File: src/pkg/tpo_pkg.sv
`default_nettype none

package tpo_pkg;

    // register indices; byte address on the bus is four times the index
    localparam logic [19:0] IDX_TRIG_SEL = 20'hfffa1;
    localparam logic [19:0] IDX_EN_HIGH = 20'hfffa2;
    localparam logic [19:0] IDX_EN_LOW = 20'hfffa3;
    localparam logic [19:0] IDX_ND_B_HI = 20'hfffa4;
    localparam logic [19:0] IDX_ND_A_HI = 20'hfffa5;
    localparam logic [19:0] IDX_ND_B_G2 = 20'hfffa6;
    localparam logic [19:0] IDX_ND_A_G0 = 20'hfffa7;
    localparam logic [19:0] IDX_PORT_A = 20'hfffd9;
    localparam logic [19:0] IDX_PORT_B = 20'hfffda;

    localparam int ADR_W = 24;
    localparam int DAT_W = 32;
    localparam int BYTE_W = 8;
    localparam int NIB_W = 4;
    localparam int GROUPS = 4;
    localparam int CHANNELS = 3;
    localparam int SEL_W = 2;

    // values after reset and hardware standby
    localparam logic [7:0] RST_NEXT_DATA = 8'h00;
    localparam logic [7:0] RST_ENABLE = 8'h00;
    localparam logic [7:0] RST_PORT = 8'h00;
    localparam logic [7:0] RST_TRIG_SEL = 8'hff;

    // reserved bits read as one
    localparam logic [7:0] RSVD_BYTE = 8'hff;
    localparam logic [3:0] RSVD_NIB = 4'hf;

    // trigger select field encodings
    localparam logic [1:0] SEL_CH0 = 2'b00;
    localparam logic [1:0] SEL_CH1 = 2'b01;

    typedef enum logic [3:0] {
        REG_NONE,
        REG_TRIG_SEL,
        REG_EN_HIGH,
        REG_EN_LOW,
        REG_ND_B_HI,
        REG_ND_A_HI,
        REG_ND_B_G2,
        REG_ND_A_G0,
        REG_PORT_A,
        REG_PORT_B
    } tpo_reg_t;

endpackage : tpo_pkg

`default_nettype wire

File: src/verilog/tpo_group_trigger.sv
`timescale 1ns/1ps
`default_nettype none

module tpo_group_trigger
(
    input wire logic [tpo_pkg::BYTE_W-1:0] trig_sel_i,
    input wire logic [tpo_pkg::CHANNELS-1:0] cm_match_i,
    output logic [tpo_pkg::GROUPS-1:0] fire_o,
    output logic shared_low_o,
    output logic shared_high_o
);
    import tpo_pkg::*;

    // 00 -> channel 0, 01 -> channel 1, 10 and 11 -> channel 2
    function automatic logic chan_fire(input logic [1:0] sel,
                                       input logic [2:0] cm);
        logic hit;
        if (sel == SEL_CH0)
            hit = cm[0];
        else if (sel == SEL_CH1)
            hit = cm[1];
        else
            hit = cm[2];
        return hit;
    endfunction : chan_fire

    genvar g;
    generate
        for (g = 0; g < GROUPS; g = g + 1)
        begin : g_grp
            assign fire_o[g] = chan_fire(trig_sel_i[g*SEL_W +: SEL_W],
                                         cm_match_i);
        end
    endgenerate

    // only equal fields count as a shared trigger, so 10 against 11 does not
    assign shared_low_o = trig_sel_i[1:0] == trig_sel_i[3:2];
    assign shared_high_o = trig_sel_i[5:4] == trig_sel_i[7:6];

endmodule : tpo_group_trigger

`default_nettype wire

File: src/verilog/tpo_top.sv
// Decided for this implementation: the Wishbone interface to the registers.
`timescale 1ns/1ps
`default_nettype none

module tpo_top
(
    input wire logic clk_i,
    input wire logic rst_i,
    input wire logic hw_standby_i,
    input wire logic cyc_i,
    input wire logic stb_i,
    input wire logic we_i,
    input wire logic [tpo_pkg::ADR_W-1:0] adr_i,
    input wire logic [3:0] sel_i,
    input wire logic [tpo_pkg::DAT_W-1:0] dat_i,
    output logic [tpo_pkg::DAT_W-1:0] dat_o,
    output logic ack_o,
    input wire logic [tpo_pkg::CHANNELS-1:0] cm_match_i,
    output logic [tpo_pkg::BYTE_W-1:0] pattern_a_o,
    output logic [tpo_pkg::BYTE_W-1:0] pattern_b_o
);
    import tpo_pkg::*;

    logic clear;
    logic req;
    logic wr;
    tpo_reg_t reg_sel;
    logic [7:0] wdat;
    logic [7:0] rd_byte;

    logic [7:0] trig_sel;
    logic [7:0] en_low;
    logic [7:0] en_high;
    logic [7:0] next_data_a;
    logic [7:0] next_data_b;
    logic [7:0] port_a_output_latch;
    logic [7:0] port_b_output_latch;

    logic [3:0] fire;
    logic shared_low;
    logic shared_high;
    logic [7:0] mask_a;
    logic [7:0] mask_b;
    logic [7:0] next_nd_a;
    logic [7:0] next_nd_b;
    logic [7:0] next_port_a;
    logic [7:0] next_port_b;

    // software standby is not modelled: it simply keeps state
    assign clear = rst_i | hw_standby_i;

    tpo_group_trigger tpo_group_trigger_inst (
        .trig_sel_i(trig_sel),
        .cm_match_i(cm_match_i),
        .fire_o(fire),
        .shared_low_o(shared_low),
        .shared_high_o(shared_high)
    );

    // bus: ack one cycle after the request, writes land on the edge that ends ack
    assign req = cyc_i & stb_i;
    assign wr = req & we_i & ack_o & sel_i[0];
    assign wdat = dat_i[7:0];

    always_comb
    begin
        if (adr_i[ADR_W-1:2] == {2'b00, IDX_TRIG_SEL})
            reg_sel = REG_TRIG_SEL;
        else if (adr_i[ADR_W-1:2] == {2'b00, IDX_EN_HIGH})
            reg_sel = REG_EN_HIGH;
        else if (adr_i[ADR_W-1:2] == {2'b00, IDX_EN_LOW})
            reg_sel = REG_EN_LOW;
        else if (adr_i[ADR_W-1:2] == {2'b00, IDX_ND_B_HI})
            reg_sel = REG_ND_B_HI;
        else if (adr_i[ADR_W-1:2] == {2'b00, IDX_ND_A_HI})
            reg_sel = REG_ND_A_HI;
        else if (adr_i[ADR_W-1:2] == {2'b00, IDX_ND_B_G2})
            reg_sel = REG_ND_B_G2;
        else if (adr_i[ADR_W-1:2] == {2'b00, IDX_ND_A_G0})
            reg_sel = REG_ND_A_G0;
        else if (adr_i[ADR_W-1:2] == {2'b00, IDX_PORT_A})
            reg_sel = REG_PORT_A;
        else if (adr_i[ADR_W-1:2] == {2'b00, IDX_PORT_B})
            reg_sel = REG_PORT_B;
        else
            reg_sel = REG_NONE;
    end

    always_ff @(posedge clk_i)
    begin
        if (rst_i)
            ack_o <= 1'b0;
        else
            ack_o <= req & ~ack_o;
    end

    // read view; layout follows the live trigger selects
    always_comb
    begin
        rd_byte = 8'h00;
        case (reg_sel)
            REG_TRIG_SEL: rd_byte = trig_sel;
            REG_EN_HIGH: rd_byte = en_high;
            REG_EN_LOW: rd_byte = en_low;
            REG_ND_A_HI:
            begin
                if (shared_low)
                    rd_byte = next_data_a;
                else
                    rd_byte = {next_data_a[7:4], RSVD_NIB};
            end
            REG_ND_A_G0:
            begin
                if (shared_low)
                    rd_byte = RSVD_BYTE;
                else
                    rd_byte = {RSVD_NIB, next_data_a[3:0]};
            end
            REG_ND_B_HI:
            begin
                if (shared_high)
                    rd_byte = next_data_b;
                else
                    rd_byte = {next_data_b[7:4], RSVD_NIB};
            end
            REG_ND_B_G2:
            begin
                if (shared_high)
                    rd_byte = RSVD_BYTE;
                else
                    rd_byte = {RSVD_NIB, next_data_b[3:0]};
            end
            REG_PORT_A: rd_byte = port_a_output_latch;
            REG_PORT_B: rd_byte = port_b_output_latch;
            default: rd_byte = 8'h00;
        endcase
    end

    always_ff @(posedge clk_i)
    begin
        if (rst_i)
            dat_o <= '0;
        else if (req & ~ack_o)
            dat_o <= {24'h000000, rd_byte};
    end

    // trigger select, kept for the group to channel mapping
    always_ff @(posedge clk_i)
    begin
        if (clear)
            trig_sel <= RST_TRIG_SEL;
        else if (wr && reg_sel == REG_TRIG_SEL)
            trig_sel <= wdat;
    end

    always_ff @(posedge clk_i)
    begin
        if (clear)
            en_low <= RST_ENABLE;
        else if (wr && reg_sel == REG_EN_LOW)
            en_low <= wdat;
    end

    always_ff @(posedge clk_i)
    begin
        if (clear)
            en_high <= RST_ENABLE;
        else if (wr && reg_sel == REG_EN_HIGH)
            en_high <= wdat;
    end

    // next data writes; reserved nibbles never change
    always_comb
    begin
        next_nd_a = next_data_a;
        if (wr && reg_sel == REG_ND_A_HI)
        begin
            if (shared_low)
                next_nd_a = wdat;
            else
                next_nd_a[7:4] = wdat[7:4];
        end
        else if (wr && reg_sel == REG_ND_A_G0 && !shared_low)
            next_nd_a[3:0] = wdat[3:0];
    end

    always_comb
    begin
        next_nd_b = next_data_b;
        if (wr && reg_sel == REG_ND_B_HI)
        begin
            if (shared_high)
                next_nd_b = wdat;
            else
                next_nd_b[7:4] = wdat[7:4];
        end
        else if (wr && reg_sel == REG_ND_B_G2 && !shared_high)
            next_nd_b[3:0] = wdat[3:0];
    end

    always_ff @(posedge clk_i)
    begin
        if (clear)
            next_data_a <= RST_NEXT_DATA;
        else
            next_data_a <= next_nd_a;
    end

    always_ff @(posedge clk_i)
    begin
        if (clear)
            next_data_b <= RST_NEXT_DATA;
        else
            next_data_b <= next_nd_b;
    end

    // per-bit transfer mask: group fired and pin enabled
    assign mask_a = {{4{fire[1]}}, {4{fire[0]}}} & en_low;
    assign mask_b = {{4{fire[3]}}, {4{fire[2]}}} & en_high;

    // enabled bits are owned by the pattern logic, so no write conflict
    always_comb
    begin
        next_port_a = port_a_output_latch;
        if (wr && reg_sel == REG_PORT_A)
            next_port_a = (wdat & ~en_low) |
                          (port_a_output_latch & en_low);
        next_port_a = (next_port_a & ~mask_a) |
                      (next_data_a & mask_a);
    end

    always_comb
    begin
        next_port_b = port_b_output_latch;
        if (wr && reg_sel == REG_PORT_B)
            next_port_b = (wdat & ~en_high) |
                          (port_b_output_latch & en_high);
        next_port_b = (next_port_b & ~mask_b) |
                      (next_data_b & mask_b);
    end

    always_ff @(posedge clk_i)
    begin
        if (clear)
            port_a_output_latch <= RST_PORT;
        else
            port_a_output_latch <= next_port_a;
    end

    always_ff @(posedge clk_i)
    begin
        if (clear)
            port_b_output_latch <= RST_PORT;
        else
            port_b_output_latch <= next_port_b;
    end

    // pin direction lives in the port block, not here
    assign pattern_a_o = port_a_output_latch;
    assign pattern_b_o = port_b_output_latch;
endmodule : tpo_top

`default_nettype wire

File: config.mk
export PLATFORM = sky130hd
export DESIGN_NAME = tpo_top
export DESIGN_NICKNAME = d
export VERILOG_FILES = /design/src/pkg/tpo_pkg.sv /design/src/verilog/tpo_group_trigger.sv /design/src/verilog/tpo_top.sv
export SDC_FILE = /design/constraint.sdc
export NUM_CORES = 1
export LEC_CHECK = 0
export BUFFER_PORTS_ARGS = -buffer_cell sky130_fd_sc_hd__buf_2
export CAP_MARGIN = 40
export CORE_UTILIZATION = 52
export DETAILED_ROUTE_END_ITERATION = 8
export PLACE_DENSITY_LB_ADDON = 0.3
export SYNTH_ARGS = -nofsm -noshare
export SYNTH_HDL_FRONTEND = slang
export SYNTH_SLANG_ARGS = --single-unit
File: constraint.sdc
create_clock -name clk_i -period 2.9 [get_ports clk_i]
set_input_delay 0.29 -clock clk_i [delete_from_list [all_inputs] [get_ports clk_i]]
set_output_delay 0.29 -clock clk_i [all_outputs]
set_load 0.005 [all_outputs]
Yosys cells after proc, flatten, opt, wreduce, memory -nomap -nowiden
Cells that the tools add are included.
{ "word_totals": {"mem_count": 0, "latch_bits": 0, "ram_bits": 0, "register_bits": 65, "mem_bits_ro": 0, "word_cells": 113} }
{ "op_classes": {"magnitude_cmp": 0, "n_addsub": 0, "bitwise_logic": 25, "n_mul": 0, "shift": 0, "eq_ne": 26, "div_mod_pow": 0, "muxes": 30, "reduce_logical": 21} }
{ "ops": {"columns": ["cell", "count"], "rows": [
  ["$eq A22 B20 Y1 const B", 9],
  ["$and A8 B8 Y8", 10],
  ["$mux W4", 19],
  ["$pmux W8 S9", 1],
  ["$not A8 Y8", 4],
  ["$or A8 B8 Y8", 4],
  ["$eq A4 B3 Y1 const B", 4],
  ["$mux W8", 2],
  ["$logic_and A1 B1 Y1", 11],
  ["$eq A2 B1 Y1 const B", 4],
  ["$eq A4 B2 Y1 const B", 2],
  ["$eq A4 B4 Y1 const B", 2],
  ["$logic_not A2 Y1", 4],
  ["$mux W1", 8],
  ["$and A1 B1 Y1", 5],
  ["$eq A2 B2 Y1", 2],
  ["$eq A4 B1 Y1 const B", 1],
  ["$ne A2 B2 Y1 const B", 2],
  ["$reduce_and A2 Y1", 2],
  ["$reduce_bool A2 Y1", 2],
  ["$logic_not A1 Y1", 2],
  ["$not A1 Y1", 1],
  ["$or A1 B1 Y1", 1]
]} }

Longest topological paths before layout
Gate-level depths: netlist of the first run.
{ "logic_depth": {"ltp_word": 15, "mapped_depth": 8} }

Cells and area by module
A second synthesis of the first run with hierarchy kept.
{ "unflattened": {"hier_cells": 439, "area_unflattened_um2": 3719.8} }
{ "modules_own_cells": {"columns": ["mod", "cells_per_inst", "n_inst", "area_each_um2"], "rows": [
  ["tpo_top", 421, 1, 3602.2],
  ["tpo_group_trigger", 18, 1, 117.6]
]} }

Worst setup path after synthesis of the first run
Ideal clock, no wire load.
{ "synth_timing": {"path_type": "input -> register", "start": "in adr_i[22] (netlist name)", "end": "reg with a tool-made name", "setup_slack_ps": 784, "cell_stages": 7, "n_path_buf": 2, "required_ps": 2785, "arrival_ps": 2001, "path_cell_list": "nand4bb_4 or4_4 buf_6 or3_4 buf_6 o311ai_1 o21ba_1"} }
{ "synth_rtl": {"columns": ["element", "line", "source"], "rows": [
  ["start, declared", "tpo_top.sv:13", "input wire logic [tpo_pkg::ADR_W-1:0] adr_i,"]
]} }

Worst setup path in the final report of the first run
{ "layout_timing": {"start": "reg trig_sel[7]", "end": "reg next_data_b[2]"} }
{ "layout_between": {"elab_chain_cells": 5, "word_cells_on_any_way": 6, "cone_classes": "2 x eq/ne; 4 x reduce/logical"} }
{ "layout_rtl": {"columns": ["element", "line", "source"], "rows": [
  ["start, declared", "tpo_top.sv:31", "logic [7:0] trig_sel;"],
  ["start signal, assigned", "tpo_top.sv:153", "trig_sel <= wdat;"],
  ["$eq A2 B2 Y1 *", "tpo_group_trigger.sv:38", "assign shared_high_o = trig_sel_i[5:4] == trig_sel_i[7:6];"],
  ["$logic_not A1 Y1", "tpo_top.sv:197", "else if (wr && reg_sel == REG_ND_B_G2 && !shared_high)"],
  ["$logic_and A1 B1 Y1", "tpo_top.sv:197", null],
  ["$reduce_bool A2 Y1 (no line)", null, null],
  ["$reduce_and A2 Y1 (no line) *", null, null],
  ["end signal, assigned", "tpo_top.sv:214", "next_data_b <= next_nd_b;"],
  ["end, declared", "tpo_top.sv:35", "logic [7:0] next_data_b;"]
]} }
Mark *: on every way between the ends. The rest lies on a longest branch, timed or not.
A chain may end at the register's enable or synchronous reset.

==> results of run 1 <==
[metal layers]
layer	GRT usage, %	up-vias
li1	-	1706
met1	37.43	1711
met2	45.74	231
met3	7.069	26
met4	11.77	0
met5	0	-
[worst max-delay path: stages (launching register included)]
cell	delay, ns
sky130_fd_sc_hd__dfxtp_1	0.45
sky130_fd_sc_hd__xor2_1	0.12
sky130_fd_sc_hd__or4_1	0.56
sky130_fd_sc_hd__a2111oi_4	0.58
sky130_fd_sc_hd__mux2i_1	0.24
sky130_fd_sc_hd__nor2_1	0.05
[power by group through the flow]
| stage | logic [uW] | clock network [uW] | registers, uW |
|---|---|---|---|
| after floorplan | 100 | 0 | 914 |
| after global placement | 142 | 0 | 914 |
| after detailed placement | 145 | 0 | 914 |
| after CTS | 147 | 760 | 893 |
| after global routing | 163 | 797 | 893 |
| final | 151 | 753 | 893 |
[synthesized netlist by cell type (2+ instances only)]
cell	count	share of area, %
sky130_fd_sc_hd__a211oi_1	5	0.98
sky130_fd_sc_hd__a21oi_1	29	3.8
sky130_fd_sc_hd__a221oi_1	8	1.8
sky130_fd_sc_hd__a22o_1	8	1.8
sky130_fd_sc_hd__a22oi_1	6	1.2
sky130_fd_sc_hd__a32oi_1	2	0.46
sky130_fd_sc_hd__and2_1	4	0.66
sky130_fd_sc_hd__and3_1	2	0.33
sky130_fd_sc_hd__and4_1	2	0.46
sky130_fd_sc_hd__buf_2	5	0.66
sky130_fd_sc_hd__buf_4	24	4.7
sky130_fd_sc_hd__buf_6	2	0.59
sky130_fd_sc_hd__clkbuf_1	16	1.6
sky130_fd_sc_hd__dfxtp_1	65	34
sky130_fd_sc_hd__inv_1	5	0.49
sky130_fd_sc_hd__mux2_2	7	2.1
sky130_fd_sc_hd__mux2i_1	32	8.4
sky130_fd_sc_hd__nand2_1	49	4.8
sky130_fd_sc_hd__nand3_1	32	4.2
sky130_fd_sc_hd__nand3b_1	10	2.0
sky130_fd_sc_hd__nand4_1	2	0.33
sky130_fd_sc_hd__nor2_1	18	1.8
sky130_fd_sc_hd__nor2b_1	6	0.98
sky130_fd_sc_hd__nor3_1	6	0.79
sky130_fd_sc_hd__nor4_1	3	0.49
sky130_fd_sc_hd__o2111a_1	3	0.88
sky130_fd_sc_hd__o21a_1	10	2.0
sky130_fd_sc_hd__o21ai_0	17	2.2
sky130_fd_sc_hd__o21ai_1	5	0.66
sky130_fd_sc_hd__o21ba_1	2	0.52
sky130_fd_sc_hd__o21ba_2	6	1.6
sky130_fd_sc_hd__o221ai_1	4	0.92
sky130_fd_sc_hd__o311ai_0	6	1.4
sky130_fd_sc_hd__o311ai_1	2	0.46
sky130_fd_sc_hd__o31ai_1	4	0.79
sky130_fd_sc_hd__or2_2	3	0.49
sky130_fd_sc_hd__or4_1	3	0.59
sky130_fd_sc_hd__xor2_1	4	0.92
[worst paths after layout]
kind | startpoint | cells after the start | slack, ns | to
setup / recovery | trig_sel[7] | 5 | 0.76 | next_data_b[2]
hold / removal | rst_i | 2 | 0.25 | ack_o
setup reg to reg | trig_sel[7] | 5 | 0.76 | next_data_b[2]
hold reg to reg | dat_o[4] | 2 | 0.46 | dat_o[4]
[logic make-up (layout without fill, tap and decap cells)]
group	Yosys count	in the layout
xor gates and xnor gates	4	4
other	1	24
muxes	39	39
DFF	65	65
buffers and inverters	52	94
AOI/OAI and AO/OA	121	121
and+or+nand+nor	156	156
[through the flow]
stage                     area (um^2)  hold slack [ns]
final                            4319           0.2451
after global routing             4319           0.2472
after CTS                        4319           0.2326
after detailed placement         4130           0.4495
after global placement           4130           0.4388
after floorplan                  3904           0.4151
[cell type report]
cell class / instances / area (um^2)
inverters: 5 / 18.77
flip-flops and latches: 65 / 1301
fillers: 609 / 2625
well taps: 96 / 120.1
clock inverters: 3 / 40.04
clock buffers: 13 / 148.9
repair buffers: 73 / 387.9
multi-input cells: 344 / 2302
==> impl_metrics.py, run 1 <==
metrics = {
    "final_layout": {
        "fin_util_pct": 62.20,
        "ant_diodes": 0,
        "most_common_cell_after_layout_fill_and_taps_aside": "sky130_fd_sc_hd__dfxtp_1",
        "post_route_cells_drive_above_1_share_pct": 22.86,
        "area.growth.synth_to_final_pct": 13.14,
        "fin_cells": 599,
        "layout_common_cells": "sky130_fd_sc_hd__dfxtp_1 (65), sky130_fd_sc_hd__buf_2 (64), sky130_fd_sc_hd__nand2_1 (49)",
        "layout.nets": 567,
    },
    "floorplanning": {
        "design.core.area_mm2": 0.006944,
        "die_area_mm2": 0.007688,
        "horiz_die_dim_um": 87.68,
        "fp.dieH_um": 87.68,
        "effective_utilization_at_floorplan_pct": 54.97,
        "boundaryPins": 118,
        "floorplan.rows": 30,
    },
    "cts": {
        "clock_pin_transition_on_the_worst_setup_and_hold_timing_paths_ns": 0.07,
        "worstSkewPairLatency_ns": 0.34,
        "htree_levels": 3,
        "holdBufCountCts": 0,
        "clock_tree_from_tritoncts": "built",
        "cts_max_path_buffers": 2,
        "number_of_post_cts_setup_repair_buffers": 0,
        "tritoncts_buffers": 9,
        "numClockSinks": 65,
        "clock_tree.root_cell": "sky130_fd_sc_hd__clkbuf_8",
        "post_cts_resized": 0,
    },
    "routing": {
        "met1Wirelength_mm": 4.547,
        "first_pass_iters": 5,
        "met2WireLength_mm": 4.925,
        "wl_mm": 10.73,
        "drc_violation_count_after_routing": 0,
        "route.antenna.remaining_nets": 0,
        "drt-wirelength-per-cell_um": 17.91,
        "wl_met3_mm": 1.035,
        "routed_via_density": 6.134,
        "detailroute.via_count": 3674,
        "dr.first_iter.drc_count": 374,
        "dr.max_layer_used": "met4",
    },
    "pwr": {
        "totalPowerFinal_uw": 1798,
        "cellInternalPower_uw": 1362,
        "power.clock.fraction_pct": 41.9,
        "ir_drop_v": 0.0001957,
        "p_per_area_mw_per_mm2": 416.2,
        "sequentialPowerShare_pct": 49.7,
        "pwr-share-comb_pct": 8.4,
        "power.net_switching_uw": 435.5,
        "switching_share_pct": 24.23,
        "leakagePower_uw": 0.001668,
    },
    "synth": {
        "complex_gate_fraction_of_the_synthesized_area_pct": 23.01,
        "synth_sequential_area_ratio_pct": 34.09,
        "synth-adder-area-share_pct": 0,
        "async_flop_share_pct": 0,
        "post_synth_mux_area_share_pct": 10.46,
        "post_synth_xor_area_fraction_pct": 0.9177,
        "number_of_synthesized_register_bits": 65,
        "area_share_of_and_or_nand_nor_cells_after_synthesis_pct": 23.40,
        "yosys_most_used_dff": "sky130_fd_sc_hd__dfxtp_1",
        "synth_enable_flop_cells": 0,
        "post_synth.cell_area_avg_um2": 8.716,
        "synth_top_family_by_area": "simple AND/OR/NAND/NOR gates",
        "synth_warnings": 0,
        "synthDistinctLibCells": 59,
        "synthesis.instances": 438,
        "mappedNetlistArea_mm2": 0.003817,
    },
    "global_route": {
        "first_global_vias": 3388,
        "antenna_found_initial": 0,
        "wire_length_of_the_first_global_routing_pass_mm": 16.74,
        "groute.usage.overall_pct": 28.75,
        "grt_max_degree": 41,
        "global_route_total_overflow": 0,
    },
    "placed_design": {
        "hpwl_mm": 7.817,
        "replace_congestion": 0.9207,
        "place_ws_ns": 0.4950,
        "placement.io_buffers": 64,
        "placed_cells": 583,
    },
    "run_status": {
        "status": "complete, no violations",
    },
    "worst_hold_path": {
        "hold_class": "input port to register",
    },
    "run": {
        "maxCapViolations": 0,
    },
    "setup_path": {
        "critical_path_class": "register to register",
        "timing.critical_path.arrival_ns": 2.33,
        "worst_setup_path_end_kind": "register",
        "critical_path.startpoint_type": "register",
        "critical_path_required_ns": 3.10,
        "critPathMaxFanout": 5,
    },
    "sta": {
        "finalClockSkew_ns": 0.009156,
        "finalHoldViolations": 0,
        "timing.final.ws_setup_ns": 0.7629,
        "fmax_ghz": 0.4679,
        "max_slew.worst_pin.slew_ns": 0.8031,
        "rsz0062_at_grt": "false",
        "post-route-period-util_pct": 73.69,
        "period_needed_ns": 2.137,
        "final-max-slew-violation-count": 0,
        "fin_tns_setup_ns": 0,
        "timing.slew.headroom_pct": 46.46,
        "setup_viol_count_final": 0,
    },
}
(Power assumes the default switching activity.)
==> run 2, diff against run 1 <==
Settings changed: ABC_AREA set to 1, CORE_UTILIZATION 52 to 47.
Clock period 2.9 ns to 1.85 ns, I/O delays scaled along.
==> run 2 against run 1 <==
Sequential power rose by 57%. Wire length increased by 3.5%. Synthesized cell count increased by 42%. Worst setup slack worse by 0.57 ns. Worst hold slack got worse by 0.12 ns. First-iteration DRC count rose by 4.5%. Clock power increased by 61%. Count of clock-buffer cells in the layout is the same. Design area increased by 6.6%. Sequential cell count did not move. Clock skew barely moved. Fmax up 29%. Critical endpoint is now next_data_b[1]. Highest routed layer unchanged.
==> impl_metrics.py, run 2 <==
metrics = {
    "sta": {
        "timing.slew.headroom_pct": 50.14,
        "fin_tns_setup_ns": 0,
        "finalHoldViolations": 0,
        "fmax_ghz": 0.6039,
        "fin_worst_hold_slack_ns": 0.1294,
        "setup_viol_count_final": 0,
        "post-route-period-util_pct": 89.51,
        "finalClockSkew_ns": 0.009461,
        "period_needed_ns": 1.656,
        "max_slew.worst_pin.slew_ns": 0.7471,
        "final-max-slew-violation-count": 0,
        "timing.final.ws_setup_ns": 0.1941,
        "rsz0062_at_grt": "false",
    },
    "synth": {
        "post_synth_xor_area_fraction_pct": 0.4304,
        "complex_gate_fraction_of_the_synthesized_area_pct": 14.54,
        "post_synth_mux_area_share_pct": 0,
        "synth_warnings": 0,
        "synth_top_cells_by_area": "sky130_fd_sc_hd__dfxtp_1 (32%), sky130_fd_sc_hd__nand2_1 (14%), sky130_fd_sc_hd__nand3_1 (12%), sky130_fd_sc_hd__a21oi_1 (6.6%), sky130_fd_sc_hd__inv_1 (5.1%)",
        "synthDistinctLibCells": 30,
        "synth_area_leader_cell": "sky130_fd_sc_hd__dfxtp_1",
        "synth_top_family_by_area": "simple AND/OR/NAND/NOR gates",
        "number_of_synthesized_register_bits": 65,
        "async_flop_share_pct": 0,
        "mappedNetlistArea_mm2": 0.004070,
        "synth_sequential_area_ratio_pct": 31.97,
        "post_synth.cell_area_avg_um2": 6.565,
        "synth_enable_flop_cells": 0,
        "area_share_of_and_or_nand_nor_cells_after_synthesis_pct": 40.61,
        "synth_top_area_share_pct": 31.97,
        "cell_with_the_most_instances_after_synthesis": "sky130_fd_sc_hd__nand2_1",
        "synth-adder-area-share_pct": 0,
        "synthesis.instances": 620,
        "yosys-top-cells-count": "sky130_fd_sc_hd__nand2_1 (152), sky130_fd_sc_hd__nand3_1 (98), sky130_fd_sc_hd__dfxtp_1 (65)",
        "yosys_most_used_dff": "sky130_fd_sc_hd__dfxtp_1",
    },
    "setup_path": {
        "cpPeakStageDelay_ns": 0.39,
        "worst_path_dominant_cell_family": "XOR/XNOR gates",
        "critical_path_required_ns": 2.05,
        "worst_r2r_startpoint": "trig_sel[5]",
        "timing.critical_path.mode_cell": "sky130_fd_sc_hd__nand2_1",
        "timing.critical_path.slowest_stage_cell": "sky130_fd_sc_hd__xnor2_1",
        "path_buf_inv": 1,
        "critPathMaxFanout": 6,
        "worst_reg2reg_path_endpoint": "next_data_b[1]",
        "worst-r2r-cell-count": 6,
        "critical_path.startpoint_type": "register",
        "timing.critical_path.arrival_ns": 1.86,
        "r2r_slack_ns": 0.19,
        "crit_path_cell_trace": "xnor2_1 > nand2_1 > o21ai_2 > inv_1 > nand2_1 > a21oi_1",
        "critical_path_class": "register to register",
        "worst_setup_path_end_kind": "register",
    },
    "final_layout": {
        "fin_util_pct": 55.47,
        "layout.nets": 753,
        "most_common_cell_after_layout_fill_and_taps_aside": "sky130_fd_sc_hd__nand2_1",
        "area.growth.synth_to_final_pct": 13.10,
        "post_route_cells_drive_above_1_share_pct": 18.14,
        "layout_common_cells": "sky130_fd_sc_hd__nand2_1 (152), sky130_fd_sc_hd__nand3_1 (98), sky130_fd_sc_hd__dfxtp_1 (65)",
        "filler_cell_count": 825,
        "ant_diodes": 0,
        "postLayoutCellArea_mm2": 0.004603,
    },
    "global_route": {
        "groute.usage.overall_pct": 26.35,
        "antenna_found_initial": 0,
        "first_global_vias": 3848,
        "grt_max_degree": 63,
        "wire_length_of_the_first_global_routing_pass_mm": 18.37,
        "global_route_total_overflow": 0,
    },
    "routing": {
        "dr.first_iter.drc_count": 391,
        "detailroute.via_count": 4283,
        "route.antenna.remaining_nets": 0,
        "drt-wirelength-per-cell_um": 13.99,
        "drc_violation_count_after_routing": 0,
        "wl_mm": 11.11,
        "first_pass_iters": 7,
        "routed_via_density": 5.394,
    },
    "run": {
        "maxCapViolations": 0,
    },
    "placed_design": {
        "place_ws_ns": 0.05541,
        "replace_congestion": 0.8986,
        "hpwl_mm": 8.347,
        "post_dp_cell_area_mm2": 0.004414,
        "placement.io_buffers": 64,
    },
    "pwr": {
        "pwr-share-comb_pct": 6.4,
        "power.net_switching_uw": 675.6,
        "ir_drop_v": 0.0004961,
        "p_per_area_mw_per_mm2": 605.3,
        "power.clock.fraction_pct": 43.3,
        "sequentialPowerShare_pct": 50.3,
        "switching_share_pct": 24.25,
        "cellInternalPower_uw": 2111,
        "leakagePower_uw": 0.002128,
    },
    "cts": {
        "worstSkewPairLatency_ns": 0.35,
        "holdBufCountCts": 0,
        "cts_max_path_buffers": 2,
        "numClockSinks": 65,
        "clock_tree_from_tritoncts": "built",
        "tritoncts_buffers": 9,
        "clock_pin_transition_on_the_worst_setup_and_hold_timing_paths_ns": 0.07,
        "clock_tree.root_cell": "sky130_fd_sc_hd__clkbuf_8",
        "post_cts_resized": 0,
        "number_of_post_cts_setup_repair_buffers": 0,
        "htree_levels": 3,
    },
    "run_status": {
        "status": "complete, no violations",
    },
    "floorplanning": {
        "horiz_die_dim_um": 95.06,
        "fp.dieH_um": 95.06,
        "boundaryPins": 118,
        "design.core.area_mm2": 0.008299,
        "effective_utilization_at_floorplan_pct": 49.04,
        "floorplan.rows": 33,
        "die_area_mm2": 0.009036,
    },
    "worst_hold_path": {
        "hold_path.startpoint": "rst_i",
        "hold-path-endpoint": "dat_o[7]",
        "hold-path-cell-count": 2,
        "hold_class": "input port to register",
    },
}
## run 2: cell count changes in the layout (fill, tap and decap cells not counted), moves of 10 or more
cell                       delta
sky130_fd_sc_hd__nand3b_1    -10
sky130_fd_sc_hd__mux2i_1     -32
sky130_fd_sc_hd__nor2_1      +35
sky130_fd_sc_hd__nand2_1    +103
sky130_fd_sc_hd__a31oi_1     +15
sky130_fd_sc_hd__inv_1       +50
sky130_fd_sc_hd__nand3_1     +66
sky130_fd_sc_hd__o21a_1      -10
sky130_fd_sc_hd__o21ai_0     +19
sky130_fd_sc_hd__a21oi_1     +25
## run 2: worst max-delay path by stage
stage                      startpoint        endpoint  slack, ns  cells past startpoint
final                     trig_sel[5]  next_data_b[1]       0.19                      6
after global routing      trig_sel[5]  next_data_b[0]       0.02                      6
after CTS                 trig_sel[5]  next_data_b[1]       0.20                      6
after detailed placement     adr_i[6]  next_data_b[2]       0.06                     11
after global placement       adr_i[8]  next_data_b[0]       0.09                     11
after floorplan                 ack_o     trig_sel[0]       0.38                      6
## run 2: area by class of cell
class	count	area (um^2)	area share (%)
Clock buffer	13	148.9	3.235
Multi-Input combinational cell	477	2355	51.16
Timing Repair Buffer	72	405.4	8.807
Sequential cell	65	1301	28.27
Clock inverter	3	40.04	0.8698
Inverter	59	221.5	4.811
Tap cell	105	131.4	2.854
## run 2: power groups by stage
stage,registers (uW),clock network [uW],logic (uW)
2_1_floorplan,1430,0,122
3_3_place_gp,1430,0,172
3_5_place_dp,1430,0,176
4_1_cts,1400,1230,177
5_1_grt,1400,1300,203
6_report,1400,1210,179
## run 2: per-stage QoR
| stage | cells | total power (uW) |
|---|---|---|
| 6_report | 794 | 2786 |
| 2_1_floorplan | 643 | 1554 |
| 4_1_cts | 794 | 2804 |
| 5_1_grt | 794 | 2899 |
| 3_3_place_gp | 778 | 1605 |
| 3_5_place_dp | 778 | 1609 |
## run 2: logic make-up (layout without fill, tap and decap cells)
logic type      count (synthesis)  after routing
xor+xnor                        2              2
compound gates                111            111
other cells                     1             24
flops                          65             65
buf+inv                       101            147
simple gates                  340            340
## run 2: metal layers
metal / wire length (um) / share of wire [%] / track usage [%] / vias to the layer above
met5: 0 / 0 / 0 / -
met4: 244 / 2.2 / 10.10 / 0
met3: 961 / 8.6 / 5.183 / 21
met2: 5128 / 46 / 41.37 / 194
met1: 4776 / 43 / 35.48 / 1938
li1: - / - / - / 2130
## run 2: worst reg2reg max path: stages, from the launching register on
cell and delay (ns):
sky130_fd_sc_hd__dfxtp_1 0.36, sky130_fd_sc_hd__xnor2_1 0.39, sky130_fd_sc_hd__nand2_1 0.25, sky130_fd_sc_hd__o21ai_2 0.27
sky130_fd_sc_hd__inv_1 0.12, sky130_fd_sc_hd__nand2_1 0.07, sky130_fd_sc_hd__a21oi_1 0.05
